File: config.mk
export PLATFORM = sky130hd
export DESIGN_NAME = sfs_supervisor
export DESIGN_NICKNAME = d
export VERILOG_FILES = /design/src/inc/sfs_pkg.sv /design/src/core/sfs_filter.sv /design/src/core/sfs_supervisor.sv
export VERILOG_INCLUDE_DIRS = /design/src /design/src/inc
export SDC_FILE = /design/constraint.sdc
export NUM_CORES = 1
export LEC_CHECK = 0
export ABC_AREA = 0
export BUFFER_PORTS_ARGS = -buffer_cell sky130_fd_sc_hd__buf_2
export CAP_MARGIN = 5
export CORE_UTILIZATION = 50
export DETAILED_ROUTE_END_ITERATION = 6
export GPL_TIMING_DRIVEN = 0
export PLACE_DENSITY = 0.74
export SYNTH_ARGS = -nofsm -noshare
export SYNTH_HDL_FRONTEND = slang
export SYNTH_SLANG_ARGS = --single-unit
export TNS_END_PERCENT = 20
File: constraint.sdc
create_clock -name pclk -period 2.7 [get_ports pclk]
set_clock_uncertainty 0.05 [all_clocks]
set_input_delay 0.135 -clock pclk [delete_from_list [all_inputs] [get_ports pclk]]
set_output_delay 0.135 -clock pclk [all_outputs]
set_load 0.05 [all_outputs]
File: src/inc/sfs_regs.svh
// Register offsets, field positions, reset values and timing counts of the supply fault supervisor.
`ifndef SFS_REGS_SVH
`define SFS_REGS_SVH

// ----------------------------------------------------------------
// Register byte offsets
// ----------------------------------------------------------------
`define SFS_OFF_QUICK_STATUS 12'h000
`define SFS_OFF_DEVICE_STATUS 12'h004
`define SFS_OFF_CHAN_CTRL 12'h008
`define SFS_OFF_MODE 12'h00c
`define SFS_OFF_IRQ_STATUS 12'h010
`define SFS_OFF_IRQ_ENABLE 12'h014
`define SFS_OFF_IRQ_CLEAR 12'h018
`define SFS_OFF_LIVE 12'h01c

// ----------------------------------------------------------------
// Field positions
// ----------------------------------------------------------------
`define SFS_BIT_PUMP_FAULT 0
`define SFS_BIT_SUMMARY 7
`define SFS_BIT_SUPPLY_LOW 0
`define SFS_BIT_SUPPLY_HIGH 1
`define SFS_BIT_FAIL_MODE 0
`define SFS_IRQ_LOW 0
`define SFS_IRQ_HIGH 1
`define SFS_IRQ_PUMP 2

// ----------------------------------------------------------------
// Reset values
// ----------------------------------------------------------------
`define SFS_RST_CHAN 4'h0
`define SFS_RST_IRQ 3'h0

// ----------------------------------------------------------------
// Timing: figures in their own units and derived cycle counts at 100 MHz
// ----------------------------------------------------------------
`define SFS_CLK_MHZ 100
`define SFS_SUPPLY_FILTER_NS 2000
`define SFS_PUMP_FILTER_NS 4000
`define SFS_RETRY_MS 64
`define SFS_SUPPLY_FILTER_CYC ((`SFS_SUPPLY_FILTER_NS * `SFS_CLK_MHZ + 999) / 1000)
`define SFS_PUMP_FILTER_CYC ((`SFS_PUMP_FILTER_NS * `SFS_CLK_MHZ + 999) / 1000)
`define SFS_RETRY_CYC (`SFS_RETRY_MS * 1000 * `SFS_CLK_MHZ)

`endif

File: src/inc/sfs_pkg.sv
// Types shared by the supply fault supervisor files.
package sfs_pkg;

    // Supervisor state of the output path.
    typedef enum logic [1:0] {
        SFS_WAIT_PUMP = 2'b00,
        SFS_RUN = 2'b01,
        SFS_SHUT = 2'b11
    } sfs_state_e;

    // Filtered fault levels travelling together.
    typedef struct packed {
        logic pump_bad;
        logic supply_high;
        logic supply_low;
    } sfs_faults_s;

endpackage

File: src/core/sfs_filter.sv
// Deglitch filter that passes a fault level only after it has persisted.
`timescale 1ns/1ps
module sfs_filter #(
    parameter int COUNT = 200
) (
    // Clock and reset.
    input wire logic pclk,
    input wire logic presetn,
    // Raw level in, filtered level out.
    input wire logic raw,
    output logic filtered
);

    // ----------------------------------------------------------------
    // Persistence counter
    // ----------------------------------------------------------------
    localparam int W = $clog2(COUNT + 1);

    initial begin
        if (COUNT < 1) begin
            $error("Filter count must be at least one.");
        end
    end

    logic [W-1:0] cnt_r; // Cycles the raw level has stayed high.

    // The counter restarts whenever the level drops, so glitches are ignored.
    always_ff @(posedge pclk or negedge presetn) begin
        if (!presetn) begin
            cnt_r <= '0;
            filtered <= 1'b0;
        end else if (!raw) begin
            cnt_r <= '0;
            filtered <= 1'b0;
        end else if (cnt_r < W'(COUNT)) begin
            cnt_r <= cnt_r + W'(1);
            filtered <= (cnt_r == W'(COUNT - 1));
        end else begin
            filtered <= 1'b1;
        end
    end

endmodule

File: src/core/sfs_supervisor.sv
// Supply fault supervisor top: fault filters, latched flags, output gating and APB registers.
//
// The implementer's own choices: the APB slave port and the placing of the registers.
`timescale 1ns/1ps
`include "sfs_regs.svh"
// How it works
// - Filtered undervoltage switches all channels off
// - Undervoltage sets supply-low and summary flag
// - Normal mode: host rewrites on bit after clear
// - Supply-low latched until cleared and status read
// - Fail mode restarts channels automatically
// - Retry interval about 64 ms
// - Overvoltage sets supply-high and summary flag
// - Supply-high latched until cleared and status read
// - Block turn-on until pump valid, then replay
// - Filtered pump fault disables all outputs
// - Pump fault sets pump flag and summary
// - Pending turn-on runs when pump recovers, inrush
// - Pump flag latched until cleared and read
module sfs_supervisor #(
    parameter int CHANNELS = 4,
    parameter int SUPPLY_FILTER = `SFS_SUPPLY_FILTER_CYC,
    parameter int PUMP_FILTER = `SFS_PUMP_FILTER_CYC,
    parameter int RETRY_CYCLES = `SFS_RETRY_CYC
) (
    // Clock and reset.
    input wire logic pclk,
    input wire logic presetn,
    // APB slave.
    input wire logic psel,
    input wire logic penable,
    input wire logic pwrite,
    input wire logic [11:0] paddr,
    input wire logic [31:0] pwdata,
    output logic [31:0] prdata,
    output logic pready,
    output logic pslverr,
    // Digitized analog indications.
    input wire logic supply_low_condition,
    input wire logic supply_high_condition,
    input wire logic pump_valid,
    // Power stage.
    output logic [CHANNELS-1:0] power_channel_outputs,
    output logic [CHANNELS-1:0] inrush_current_window,
    // Interrupt.
    output logic irq
);

    // ----------------------------------------------------------------
    // Parameter checks
    // ----------------------------------------------------------------
    initial begin
        if (CHANNELS < 1 || CHANNELS > 8) begin
            $error("Channel count must be 1 to 8.");
        end
        if (RETRY_CYCLES < 2) begin
            $error("Retry interval must be at least two cycles.");
        end
    end

    // ----------------------------------------------------------------
    // Fault filters
    // ----------------------------------------------------------------
    sfs_pkg::sfs_faults_s flt; // Filtered fault levels.

    // Undervoltage filter.
    sfs_filter #(.COUNT(SUPPLY_FILTER)) u_flt_low (
        .pclk(pclk),
        .presetn(presetn),
        .raw(supply_low_condition),
        .filtered(flt.supply_low)
    );

    // Overvoltage filter.
    sfs_filter #(.COUNT(SUPPLY_FILTER)) u_flt_high (
        .pclk(pclk),
        .presetn(presetn),
        .raw(supply_high_condition),
        .filtered(flt.supply_high)
    );

    // Charge pump filter, fed with the inverted validity.
    sfs_filter #(.COUNT(PUMP_FILTER)) u_flt_pump (
        .pclk(pclk),
        .presetn(presetn),
        .raw(!pump_valid),
        .filtered(flt.pump_bad)
    );

    // ----------------------------------------------------------------
    // APB decode
    // ----------------------------------------------------------------
    logic acc; // Access phase of any transfer.
    logic wr; // Write taking effect.
    logic rd; // Read taking effect.
    logic rd_quick; // Read of the quick status register.
    logic rd_dev; // Read of the device status register.
    logic wr_chan; // Write of the channel control register.
    logic mapped; // Address hits a register.

    assign acc = psel && penable;
    assign wr = acc && pwrite;
    assign rd = acc && !pwrite;
    assign rd_quick = rd && (paddr == `SFS_OFF_QUICK_STATUS);
    assign rd_dev = rd && (paddr == `SFS_OFF_DEVICE_STATUS);
    assign wr_chan = wr && (paddr == `SFS_OFF_CHAN_CTRL);
    assign mapped = (paddr == `SFS_OFF_QUICK_STATUS) || (paddr == `SFS_OFF_DEVICE_STATUS) ||
                    (paddr == `SFS_OFF_CHAN_CTRL) || (paddr == `SFS_OFF_MODE) ||
                    (paddr == `SFS_OFF_IRQ_STATUS) || (paddr == `SFS_OFF_IRQ_ENABLE) ||
                    (paddr == `SFS_OFF_IRQ_CLEAR) || (paddr == `SFS_OFF_LIVE);

    // ----------------------------------------------------------------
    // Latched fault flags
    // ----------------------------------------------------------------
    logic supply_low_flag_r; // Latched undervoltage.
    logic supply_high_flag_r; // Latched overvoltage.
    logic pump_fault_flag_r; // Latched charge pump fault.
    logic device_fault_summary_flag; // Summary of the three flags.

    // Undervoltage flag: set wins, clear needs the condition gone and a read.
    always_ff @(posedge pclk or negedge presetn) begin
        if (!presetn) begin
            supply_low_flag_r <= 1'b0;
        end else if (flt.supply_low) begin
            supply_low_flag_r <= 1'b1;
        end else if (rd_dev && !supply_low_condition) begin
            supply_low_flag_r <= 1'b0;
        end
    end

    // Overvoltage flag, same latching scheme.
    always_ff @(posedge pclk or negedge presetn) begin
        if (!presetn) begin
            supply_high_flag_r <= 1'b0;
        end else if (flt.supply_high) begin
            supply_high_flag_r <= 1'b1;
        end else if (rd_dev && !supply_high_condition) begin
            supply_high_flag_r <= 1'b0;
        end
    end

    // Pump flag, cleared by a quick status read once the pump is valid.
    always_ff @(posedge pclk or negedge presetn) begin
        if (!presetn) begin
            pump_fault_flag_r <= 1'b0;
        end else if (flt.pump_bad) begin
            pump_fault_flag_r <= 1'b1;
        end else if (rd_quick && pump_valid) begin
            pump_fault_flag_r <= 1'b0;
        end
    end

    // The summary follows the latched flags and clears with the last of them.
    assign device_fault_summary_flag = supply_low_flag_r || supply_high_flag_r || pump_fault_flag_r;

    // ----------------------------------------------------------------
    // Control registers
    // ----------------------------------------------------------------
    logic [CHANNELS-1:0] cmd_r; // Channel on commands from the host.
    logic fail_mode_r; // Fail mode selected.
    logic [2:0] irq_en_r; // Interrupt enables.

    // Host command register; undervoltage drops the commands in normal mode.
    always_ff @(posedge pclk or negedge presetn) begin
        if (!presetn) begin
            cmd_r <= CHANNELS'(`SFS_RST_CHAN);
        end else if (wr_chan) begin
            cmd_r <= pwdata[CHANNELS-1:0];
        end else if (flt.supply_low && !fail_mode_r) begin
            cmd_r <= '0;
        end
    end

    // Mode and interrupt enable registers.
    always_ff @(posedge pclk or negedge presetn) begin
        if (!presetn) begin
            fail_mode_r <= 1'b0;
            irq_en_r <= `SFS_RST_IRQ;
        end else if (wr && paddr == `SFS_OFF_MODE) begin
            fail_mode_r <= pwdata[`SFS_BIT_FAIL_MODE];
        end else if (wr && paddr == `SFS_OFF_IRQ_ENABLE) begin
            irq_en_r <= pwdata[2:0];
        end
    end

    // ----------------------------------------------------------------
    // Output supervisor state machine
    // ----------------------------------------------------------------
    sfs_pkg::sfs_state_e state_r; // Output path state.
    localparam int RW = $clog2(RETRY_CYCLES + 1);
    logic [RW-1:0] retry_r; // Autorestart countdown.
    logic supply_bad; // Any filtered supply fault.

    assign supply_bad = flt.supply_low || flt.supply_high;

    // Waits for the pump, runs, returns to waiting on a pump fault, and shuts down on supply faults.
    always_ff @(posedge pclk or negedge presetn) begin
        if (!presetn) begin
            state_r <= sfs_pkg::SFS_WAIT_PUMP;
            retry_r <= '0;
        end else begin
            case (state_r)
                sfs_pkg::SFS_WAIT_PUMP: begin
                    if (supply_bad) begin
                        state_r <= sfs_pkg::SFS_SHUT;
                    end else if (pump_valid) begin
                        state_r <= sfs_pkg::SFS_RUN;
                    end
                end
                sfs_pkg::SFS_RUN: begin
                    if (flt.pump_bad) begin
                        state_r <= sfs_pkg::SFS_WAIT_PUMP;
                    end else if (supply_bad) begin
                        state_r <= sfs_pkg::SFS_SHUT;
                        retry_r <= RW'(RETRY_CYCLES - 1);
                    end
                end
                sfs_pkg::SFS_SHUT: begin
                    if (supply_bad || supply_low_condition) begin
                        retry_r <= RW'(RETRY_CYCLES - 1);
                    end else if (!fail_mode_r) begin
                        state_r <= sfs_pkg::SFS_WAIT_PUMP;
                    end else if (retry_r != '0) begin
                        retry_r <= retry_r - RW'(1);
                    end else begin
                        state_r <= sfs_pkg::SFS_WAIT_PUMP;
                    end
                end
                default: begin
                    state_r <= sfs_pkg::SFS_WAIT_PUMP;
                end
            endcase
        end
    end

    // ----------------------------------------------------------------
    // Power outputs and inrush windows
    // ----------------------------------------------------------------
    logic [CHANNELS-1:0] drive; // Channels allowed on this cycle.

    assign drive = (state_r == sfs_pkg::SFS_RUN && !flt.pump_bad && !supply_bad) ? cmd_r : '0;

    // Outputs come from flops; a rising channel marks its inrush window start.
    always_ff @(posedge pclk or negedge presetn) begin
        if (!presetn) begin
            power_channel_outputs <= '0;
            inrush_current_window <= '0;
        end else begin
            power_channel_outputs <= drive;
            inrush_current_window <= drive & ~power_channel_outputs;
        end
    end

    // ----------------------------------------------------------------
    // Interrupts
    // ----------------------------------------------------------------
    logic [2:0] irq_st_r; // Sticky event bits.
    logic [2:0] irq_set; // Events this cycle.
    logic [2:0] irq_clr; // Clear mask written by software.

    assign irq_set = {flt.pump_bad, flt.supply_high, flt.supply_low};
    assign irq_clr = (wr && paddr == `SFS_OFF_IRQ_CLEAR) ? pwdata[2:0] : 3'h0;

    // Set wins over a simultaneous clear.
    always_ff @(posedge pclk or negedge presetn) begin
        if (!presetn) begin
            irq_st_r <= `SFS_RST_IRQ;
            irq <= 1'b0;
        end else begin
            irq_st_r <= (irq_st_r & ~irq_clr) | irq_set;
            irq <= |(((irq_st_r & ~irq_clr) | irq_set) & irq_en_r);
        end
    end

    // ----------------------------------------------------------------
    // APB read data and response
    // ----------------------------------------------------------------
    logic [31:0] rdat; // Read data multiplexer.

    // Selects the register addressed by the current transfer.
    always_comb begin
        rdat = 32'h0000_0000;
        case (paddr)
            `SFS_OFF_QUICK_STATUS: begin
                rdat[`SFS_BIT_PUMP_FAULT] = pump_fault_flag_r;
                rdat[`SFS_BIT_SUMMARY] = device_fault_summary_flag;
            end
            `SFS_OFF_DEVICE_STATUS: begin
                rdat[`SFS_BIT_SUPPLY_LOW] = supply_low_flag_r;
                rdat[`SFS_BIT_SUPPLY_HIGH] = supply_high_flag_r;
                rdat[`SFS_BIT_SUMMARY] = device_fault_summary_flag;
            end
            `SFS_OFF_CHAN_CTRL: begin
                rdat[CHANNELS-1:0] = cmd_r;
            end
            `SFS_OFF_MODE: begin
                rdat[`SFS_BIT_FAIL_MODE] = fail_mode_r;
            end
            `SFS_OFF_IRQ_STATUS: begin
                rdat[2:0] = irq_st_r;
            end
            `SFS_OFF_IRQ_ENABLE: begin
                rdat[2:0] = irq_en_r;
            end
            `SFS_OFF_LIVE: begin
                rdat[CHANNELS-1:0] = power_channel_outputs;
                rdat[9:8] = state_r;
                rdat[12] = pump_valid;
            end
            default: begin
                rdat = 32'h0000_0000;
            end
        endcase
    end

    // Zero-wait answer: pready and data registered in the setup cycle.
    always_ff @(posedge pclk or negedge presetn) begin
        if (!presetn) begin
            pready <= 1'b0;
            pslverr <= 1'b0;
            prdata <= 32'h0000_0000;
        end else begin
            pready <= psel && !penable;
            pslverr <= psel && !penable && !mapped;
            prdata <= (psel && !penable && !pwrite) ? rdat : 32'h0000_0000;
        end
    end

endmodule

==> metrics.md, run 1 <==
| Metric | Value |
|---|---|
| Cell taking the most area after synthesis | `dfrtp_1` |
| CP Capture Point | `retry_r[17]` |
| Total iterations of the first detailed-routing run | `4` |
| Core area | `~8400 um^2` |
| Synthesized area per cell | `9.953 um^2` |
| Worst r2r src | `retry_r[0]` |
| CP max-delay cell | `or4_4` |
| Warnings from Yosys | `0` |
| Max Cap Viol | `0` |
| Hold Vio Cnt, Final | `0` |
| Number of flops mapped to enable cells by yosys | `0` |
| Static leakage | `2.305 nW` |
| Initial core utilization | `0.5260` |
| Synth Register Bits | `86` |
| Status | `finished, final reports clean` |
| Power Dens Cells | `approximately 530 nW/um^2` |
| Vias/cell | `between 5 and 6` |
| I/O Buffers | `41` |
| Critical path class | `reg2reg` |
| Worst Hold Class | `in2reg` |
| Routed len/inst | `14.44 um` |
| Worst EP arrival | `2730 ps` |
| CP top delay family | `simple AND/OR/NAND/NOR gates` |
| Combinational family with the most area after synthesis | `simple AND/OR/NAND/NOR gates` |
| Die X | `roughly 96 um` |
| VDD IR max | `0.0003022 V` |
| N_diodes | `0` |
| Main flop type after synthesis | `dfrtp_1` |
| Finish-stage setup viols | `0` |
| CP Launch Point | `retry_r[0]` |
| Vias in the first global route | `3277` |
| Slowest stage delay, CP | `600 ps` |
| Buffer and inverter count on the worst path | `2` |
| Worst EP required | `2880 ps` |
| Nets@finish | `583` |
| Mux contribution to synthesized area | `0.02667` |
| Largest net degree at the start of global routing | `45` |
| CP endpoint kind | `register` |
| Max Slew Vio Count | `0` |
| Simple-Gate Fraction of Synth Area | `0.2310` |
| Final worst path period share | `0.9466` |
| R2R Setup Slk | `between 100 and 150 ps` |
| I/O pins | `95` |
| DIE HEIGHT | `95.91 um` |
| Root Driver | `clkbuf_8` |
| Yosys top cell area share | `0.4881` |
| Total grt overflow | `0` |
| DP Cell Count | `613` |
| Setup tns final | `0 ps` |
| Most frequent cells in the layout | `86 x dfrtp_1, 42 x buf_2, 29 x nand2_1, 28 x buf_4, 27 x nor2_1` |
| Unrepaired setup endpoints after global routing | `no` |
| GRT Total Usage | `0.2179` |
| Fin crit period | `between 2000 and 3000 ps` |
| WP depth | `8` |
| CTS tree | `built` |
| First-pass GRT wire length | `15.34 mm` |
| Worst-Skew Late Latency | `360 ps` |
| Site Rows | `33` |
| # DRC | `0` |
| Achievable Freq | `391.3 MHz` |
| Final WL | `9.201 mm` |
| Sequential element share of the synthesized area | `0.4881` |
| Area added between synthesis and finish | `16.69%` |
| DR vias | `3576` |
| Initial DRC Count | `195` |
| Synth Area in Adders | `0.01135` |
| TritonCTS buffer count | `9` |
| Clk sinks | `between 80 and 90` |
| Area share of xor/xnor cells in the synthesized design | `0.03774` |
| Relative slew slack | `0.3039` |
| Capture point of the worst reg-to-reg path | `retry_r[17]` |
| Max clock buf depth | `2` |
| Worst Max-Slew Pin Slew | `1035 ps` |
| Htree depth | `3` |
| Antenna Violating Nets Remaining | `0` |
| Cells after Synth | `443` |
| Unique cell type count in the Yosys netlist | `61` |
| Ratio of cells with drive above 1 in the final layout | `0.2011` |
| Non-filler instance count after layout | `637` |
| Commonest non-fill, non-tap cell in the layout | `dfrtp_1` |
| Worst-path cell chain | `inv_1 > ha_1 > or3b_1 > or4_4 > o21ai_4 > buf_4 > or4_1 > a21oi_2` |
| CP Launch Type | `register` |
| Mapped Area | `4409 um^2` |
| Die ar. | `9198 um^2` |
| Initial antenna violation count | `0` |
| Register-to-Register Path Depth | `8` |
| Compound-Gate Fraction of Synth Area | `0.1399` |
| Largest cells by area after synthesis | `dfrtp_1 49%, buf_4 4.1%, nand2_1 2.5%` |
| Gpl congestion | `between 0.9 and 1` |
| DPL Wire Length | `between 6 and 7 mm` |
| Worst Path Max Fanout | `8` |
| Share of flip-flops with an asynchronous set or reset | `1.000` |
| Clock slew at reported path FFs | `90 ps` |
## state kept, by name, indices dropped and copies added, names as in the netlist, 2 cells and up
signal and count:
cmd_r 4, inrush_current_window 4, irq_en_r 3, irq_st_r 3, power_channel_outputs 4, prdata 8, retry_r 23, state_r 2
u_flt_high.cnt_r 8, u_flt_low.cnt_r 8, u_flt_pump.cnt_r 9
## how the worst min path moves through the flow
stage	cells past startpoint	from	endpoint	slack [ps]
final	2	supply_high_condition	u_flt_high.cnt_r[7]	40
after global routing	2	supply_high_condition	u_flt_high.cnt_r[6]	30
after CTS	3	psel	pready	30
after detailed placement	1	presetn	retry_r[17]	120
after global placement	3	pwdata[3]	cmd_r[3]	300
after floorplan	0	presetn	cmd_r[0]	-210
## layout make-up
type | instances | area, um^2
clock inverters | 7 | 86.33
inverters | 10 | 37.54
clock buffers | 9 | 123.9
flip-flops and latches | 86 | 2152
plain buffers | 38 | 242.7
fillers | 720 | 3237
repair buffers | 51 | 310.3
well taps | 105 | 131.4
multi-input cells | 331 | 2061
## cell families after synthesis
group / count (synthesis)
mux: 10
other cells: 1
compound gates: 87
simple gates: 187
buf+inv: 49
xor+xnor: 19
flops: 86
fa+ha+maj: 4
## per-stage QoR
step           setup slack [ps]  utilization  hold slack, ps  power (mW)  area, um^2
6_report                  144.2       0.6138           39.31       2.707        5145
5_1_grt                   23.16       0.6138           32.77       2.824        5145
4_1_cts                   80.72       0.6114           25.86       2.735        5125
3_5_place_dp              100.9       0.5792           122.2       1.764        4855
3_3_place_gp              185.3       0.5765           299.7       1.754        4832
2_1_floorplan             371.8            -          -210.6       1.660        4496
## where the power goes
| part | leakage, nW | switching [mW] | total, mW | internal, mW |
|---|---|---|---|---|
| clock network | 0.105 | 0.512 | 0.963 | 0.451 |
| registers | 1.08 | 0.0380 | 1.37 | 1.33 |
| logic | 1.12 | 0.260 | 0.372 | 0.112 |
## synth_stat cells, drive strengths merged (4+ instances only)
master,n
nand3,20
or3,10
buf,27
ha,4
a21boi,4
nand2,29
mux2i,5
nor4,12
inv,10
nand2b,5
and2,17
nand4,10
xnor2,11
nor2b,9
a21oi,15
clkbuf,12
nor3,18
mux2,4
o22ai,4
o21ai,24
nor2,27
or4,10
xor2,8
dfrtp,86
o31ai,7
and3,11
a31oi,5
## worst reg2reg max path: cells and delay by family, from the launching register on
family / cells / cell delay [ps]
compound gates: 2 / 300
fa+ha+maj: 1 / 200
simple gates: 3 / 1210
buf+inv: 2 / 270
flops: 1 / 400
## timing repair
item,CTS,global route
resized for setup,0,1
setup buffers,0,3
hold buffers,6,0
setup endpoints to repair,0,13
endpoints found under the hold margin,50,0
## routing by layer
metal	up-vias	global-route usage	wire length (um)
met5	-	0	0
met4	0	0.06716	112
met3	11	0.04739	373
met2	87	0.3327	4399
met1	1742	0.3105	4316
li1	1736	-	-
Power figures use the tool's default switching activity.
==> run 2, diff against run 1 <==
- PLACE_DENSITY: 0.74 -> default
- PLACE_DENSITY_LB_ADDON: default -> 0.05
==> run 2 against run 1 <==
Compared with the run above:
- first-iteration DRC count is 5.6% lower
- non-clock buffer count shrank 1
- utilization down 0.075 points
- count of clock-buffer cells in the layout is 1 higher
- via count fell by 1.4%
- final area decreased by 0.12%
- critical endpoint is now retry_r[21]
- combinational power is essentially flat
- fmax increased by 0.21%
- critical path depth unchanged
==> metrics.md, run 2 (synthesis gave the netlist of run 1 again) <==
| Metric | Value |
|---|---|
| Pwr Total | `2.691 mW` |
| Capture point of the worst reg-to-reg path | `retry_r[21]` |
| Power Dens Cells | `between 500 and 600 nW/um^2` |
| Site Rows | `33` |
| Post-layout worst setup margin | `149.5 ps` |
| Area added between synthesis and finish | `16.54%` |
| Vias in the first global route | `3307` |
| Gpl congestion | `0.8860` |
| Final WL | `9.334 mm` |
| Initial antenna violation count | `0` |
| Final Instance Area | `5139 um^2` |
| Clk sinks | `between 80 and 90` |
| WHS Endpoint | `cmd_r[0]` |
| Clock slew at reported path FFs | `90 ps` |
| Achievable Freq | `392.1 MHz` |
| Static leakage | `2.294 nW` |
| DIE HEIGHT | `95.91 um` |
| DPL Wire Length | `~6.7 mm` |
| Hold_sp | `pwdata[0]` |
| Total grt overflow | `0` |
| Initial DRC Count | `184` |
| Most frequent cells in the layout | `86 x dfrtp_1, 42 x buf_2, 29 x nand2_1, 28 x buf_4, 27 x nor2_1` |
| Vias/cell | `about 5.5` |
| R2R Setup Slk | `150 ps` |
| Worst-Skew Late Latency | `~360 ps` |
| Worst r2r src | `retry_r[0]` |
| Dpl ws | `73.37 ps` |
| Die ar. | `9198 um^2` |
| Critical path class | `reg2reg` |
| Unrepaired setup endpoints after global routing | `no` |
| Relative slew slack | `0.3190` |
| Initial core utilization | `0.5260` |
| Root Driver | `clkbuf_8` |
| CP endpoint kind | `register` |
| Final worst path period share | `0.9446` |
| GRT Total Usage | `0.2199` |
| Worst Path Max Fanout | `8` |
| Worst Max-Slew Pin Slew | `1006 ps` |
| Worst EP arrival | `2730 ps` |
| Max clock buf depth | `2` |
| N_diodes | `0` |
| Register-to-Register Path Depth | `8` |
| CP Launch Type | `register` |
| Biggest registers after layout | `retry_r (23), u_flt_pump.cnt_r (9)` |
| Setup tns final | `0 ps` |
| Finish-stage setup viols | `0` |
| Antenna Violating Nets Remaining | `0` |
| Non-filler instance count after layout | `636` |
| I/O Buffers | `41` |
| # DRC | `0` |
| Max Cap Viol | `0` |
| TritonCTS buffer count | `9` |
| Total iterations of the first detailed-routing run | `4` |
| Core area | `8382 um^2` |
| Die X | `95.91 um` |
| Max Slew Vio Count | `0` |
| I/O pins | `95` |
| Fin crit period | `approximately 2600 ps` |
| Max reg flops | `23` |
| Ratio of cells with drive above 1 in the final layout | `0.1996` |
| Routed len/inst | `14.68 um` |
| Placed Area | `about 5000 um^2` |
| DR vias | `3526` |
| Commonest non-fill, non-tap cell in the layout | `dfrtp_1` |
| Status | `finished, final reports clean` |
| Worst Hold Class | `in2reg` |
| Largest Register | `retry_r` |
| CTS tree | `built` |
| Nets@finish | `582` |
| VDD IR max | `0.0002545 V` |
| Worst Hold Depth | `3` |
| Worst EP required | `between 2000 and 3000 ps` |
| DP Cell Count | `613` |
| Largest net degree at the start of global routing | `64` |
| Hold Vio Cnt, Final | `0` |
| First-pass GRT wire length | `15.40 mm` |
| Htree depth | `3` |
[run 2: cell types whose count changed in the layout (fill, tap and decap cells not counted), sizes merged]
cell,before,now
clkinv,0,1
clkinvlp,1,3
dlygate4sd3,6,5
clkbuf,20,21
inv,15,11
[run 2: worst max path at each step]
stage | start | end | cells after the start
after CTS | retry_r[0] | retry_r[19] | 9
after global placement | retry_r[0] | retry_r[3] | 8
after detailed placement | retry_r[0] | retry_r[19] | 9
final | retry_r[0] | retry_r[21] | 8
after floorplan | retry_r[0] | retry_r[20] | 8
after global routing | retry_r[0] | retry_r[21] | 8
[run 2: timing repair]
item | CTS | global route
endpoints found under the hold margin | 71 | 0
setup endpoints to repair | 0 | 11
hold buffers | 5 | 0
gates resized for setup | 0 | 1
setup buffers | 0 | 3
[run 2: critical path, stage by stage (launching register included)]
cell and delay (ps):
dfrtp_1 400, inv_1 90, ha_1 200, or3b_1 490, or4_4 600, o21ai_4 250
buf_4 170, or4_1 100, nand3_1 70
[run 2: power by group]
part | internal, mW | switching (mW)
sequential | 1.33 | 0.0377
combinational | 0.112 | 0.260
clock | 0.457 | 0.489
[run 2: layout make-up]
class | count | area, um^2
fill | 732 | 3243
sequential | 86 | 2152
multi-input combinational | 331 | 2059
timing repair buffer | 50 | 307.8
buffer | 38 | 242.7
clock buffer | 10 | 137.6
tap | 105 | 131.4
clock inverter | 6 | 70.07
inverter | 10 | 37.54
[run 2: per-layer routing]
layer / part of all wire / GRT usage / vias to the layer above
met2: 0.47 / 0.3577 / 83
met1: 0.47 / 0.2915 / 1692
met3: 0.046 / 0.04186 / 9
met4: 0.011 / 0.08333 / 0
met5: 0 / 0 / -
li1: - / - / 1742
[run 2: through the flow]
stage          hold slack, ps  utilization
2_1_floorplan          -210.6            -
3_3_place_gp            292.7       0.5765
3_5_place_dp            14.73       0.5801
4_1_cts                0.5799       0.6108
5_1_grt                 22.96       0.6131
6_report                11.15       0.6131
==> run 3, diff against run 2 <==
- SKIP_LAST_GASP: default -> 1
- clock period: 2.7 -> 2.8 ns (I/O delays scaled with it)
==> run 3 against run 2 <==
Compared with the run above:
- first-iteration DRC count down 31%
- worst hold slack better by 0.59 ps
- sequential share of layout area up 0.15 points
- final area down 0.37%
- die area unchanged
- critical path depth up 1
- combinational power down 3%
==> metrics.md, run 3 (synthesis gave the netlist of run 1 again) <==
| Metric | Value |
|---|---|
| Status | `finished, final reports clean` |
| Total iterations of the first detailed-routing run | `4` |
| Biggest registers after layout | `retry_r (23), u_flt_pump.cnt_r (9)` |
| VDD IR max | `0.0002431 V` |
| Worst EP required | `3040 ps` |
| Vias in the first global route | `3307` |
| CP endpoint kind | `register` |
| Critical path class | `reg2reg` |
| Gpl congestion | `~0.9` |
| Die ar. | `9198 um^2` |
| Worst Max-Slew Pin Slew | `1002 ps` |
| Antenna Violating Nets Remaining | `0` |
| Die X | `95.91 um` |
| Root Driver | `clkbuf_8` |
| First-pass GRT wire length | `about 15 mm` |
| CTS tree | `built` |
| Clk sinks | `86` |
| DPL Wire Length | `6.719 mm` |
| Initial DRC Count | `127` |
| Nets@finish | `580` |
| Clock slew at reported path FFs | `90 ps` |
| Core area | `between 8000 and 9000 um^2` |
| WP depth | `9` |
| Register-to-Register Path Depth | `9` |
| Vias/cell | `5.522` |
| Achievable Freq | `380.8 MHz` |
| Unrepaired setup endpoints after global routing | `no` |
| N_diodes | `0` |
| Final WL | `9.354 mm` |
| Total grt overflow | `0` |
| Max Cap Viol | `0` |
| Resized cells post-CTS | `0` |
| Worst EP arrival | `2870 ps` |
| CP Launch Type | `register` |
| Slowest stage delay, CP | `590 ps` |
| Post-layout worst setup margin | `173.6 ps` |
| Hold-fix buffers, CTS | `5` |
| Initial antenna violation count | `0` |
| Worst Path Max Fanout | `10` |
| Htree depth | `3` |
| Buffer and inverter count on the worst path | `3` |
| Capture point of the worst reg-to-reg path | `retry_r[19]` |
| Setup Buffers After CTS | `0` |
| Site Rows | `33` |
| I/O Buffers | `between 40 and 50` |
| CP max-delay cell | `or4_4` |
| Worst-path cell chain | `inv_1 > ha_1 > or3b_1 > clkbuf_1 > or4_4 > o21ai_4 > buf_6 > o21ai_2 > a21oi_1` |
| TritonCTS buffer count | `9` |
| Worst-Skew Late Latency | `370 ps` |
| Area added between synthesis and finish | `16.12%` |
| Largest net degree at the start of global routing | `64` |
| Final Util | `0.6108` |
| Final worst path period share | `0.9380` |
| Ratio of cells with drive above 1 in the final layout | `0.1947` |
| Hold_sp | `pwdata[0]` |
| Worst Hold Class | `in2reg` |
| Max clock buf depth | `2` |
| Relative slew slack | `0.3218` |
| Finish-stage setup viols | `0` |
| Commonest non-fill, non-tap cell in the layout | `dfrtp_1` |
| Routed len/inst | `14.75 um` |
| Dpl ws | `173.4 ps` |
| Hold Vio Cnt, Final | `0` |
| GRT Total Usage | `0.2199` |
| Max Slew Vio Count | `0` |
| Static leakage | `about 2.3 nW` |
| Worst r2r src | `retry_r[0]` |
| DIE HEIGHT | `around 96 um` |
| Worst Hold Depth | `3` |
| Largest Register | `retry_r` |
| Most frequent cells in the layout | `86 x dfrtp_1, 42 x buf_2, 29 x nand2_1, 27 x nor2_1, 25 x buf_4` |
| Setup tns final | `0 ps` |
| Power Dens Cells | `roughly 500 nW/um^2` |
| # DRC | `0` |
| CP top delay family | `simple AND/OR/NAND/NOR gates` |
| Fin crit period | `~2600 ps` |
| DR vias | `about 3500` |
| WHS Endpoint | `cmd_r[0]` |
| I/O pins | `95` |
| Initial core utilization | `0.5260` |
| R2R Setup Slk | `about 170 ps` |
| Max reg flops | `23` |
run 3: worst max path at each step:
stage / from / end
6_report: retry_r[0] / retry_r[19]
5_1_grt: retry_r[0] / retry_r[19]
4_1_cts: retry_r[0] / retry_r[19]
3_5_place_dp: retry_r[0] / retry_r[19]
3_3_place_gp: retry_r[0] / retry_r[3]
2_1_floorplan: retry_r[0] / retry_r[20]
run 3: cell type report:
| type | instances | area [um^2] |
|---|---|---|
| flip-flops and latches | 86 | 2152 |
| well taps | 105 | 131.4 |
| fillers | 734 | 3262 |
| multi-input cells | 331 | 2059 |
| inverters | 10 | 37.54 |
| repair buffers | 47 | 285.3 |
| clock inverters | 6 | 70.07 |
| clock buffers | 10 | 137.6 |
| plain buffers | 39 | 246.5 |
run 3: per-stage QoR:
step	instance area, um^2	cells	power (mW)	hold slack [ps]
after floorplan	4496	466	1.600	-205.6
after global placement	4832	612	1.694	297.7
after detailed placement	4862	613	1.704	19.73
after CTS	5120	634	2.618	5.580
after global routing	5120	634	2.701	27.96
final	5120	634	2.596	11.74
run 3: worst register-to-register path, delay by kind of cell, from the launching register on:
family | cells | cell delay (ps)
AND/OR/NAND/NOR | 2 | 930
AO/OA/AOI/OAI | 3 | 480
buffers and inverters | 3 | 490
flip-flops | 1 | 400
adder cells (fa/ha/maj) | 1 | 200
run 3: per-layer routing:
layer,part of all wire,vias to the layer above,wire [um],GRT usage
li1,-,1733,-,-
met1,0.48,1683,4456,0.2915
met2,0.47,75,4384,0.3577
met3,0.039,10,368,0.04186
met4,0.015,0,144,0.08333
met5,0,-,0,0
run 3: where the power goes:
part | leakage, nW | total [mW] | switching [mW] | internal [mW]
Sequential | 1.08 | 1.32 | 0.0368 | 1.29
Clock | 0.0951 | 0.913 | 0.472 | 0.441
Combinational | 1.11 | 0.360 | 0.251 | 0.108
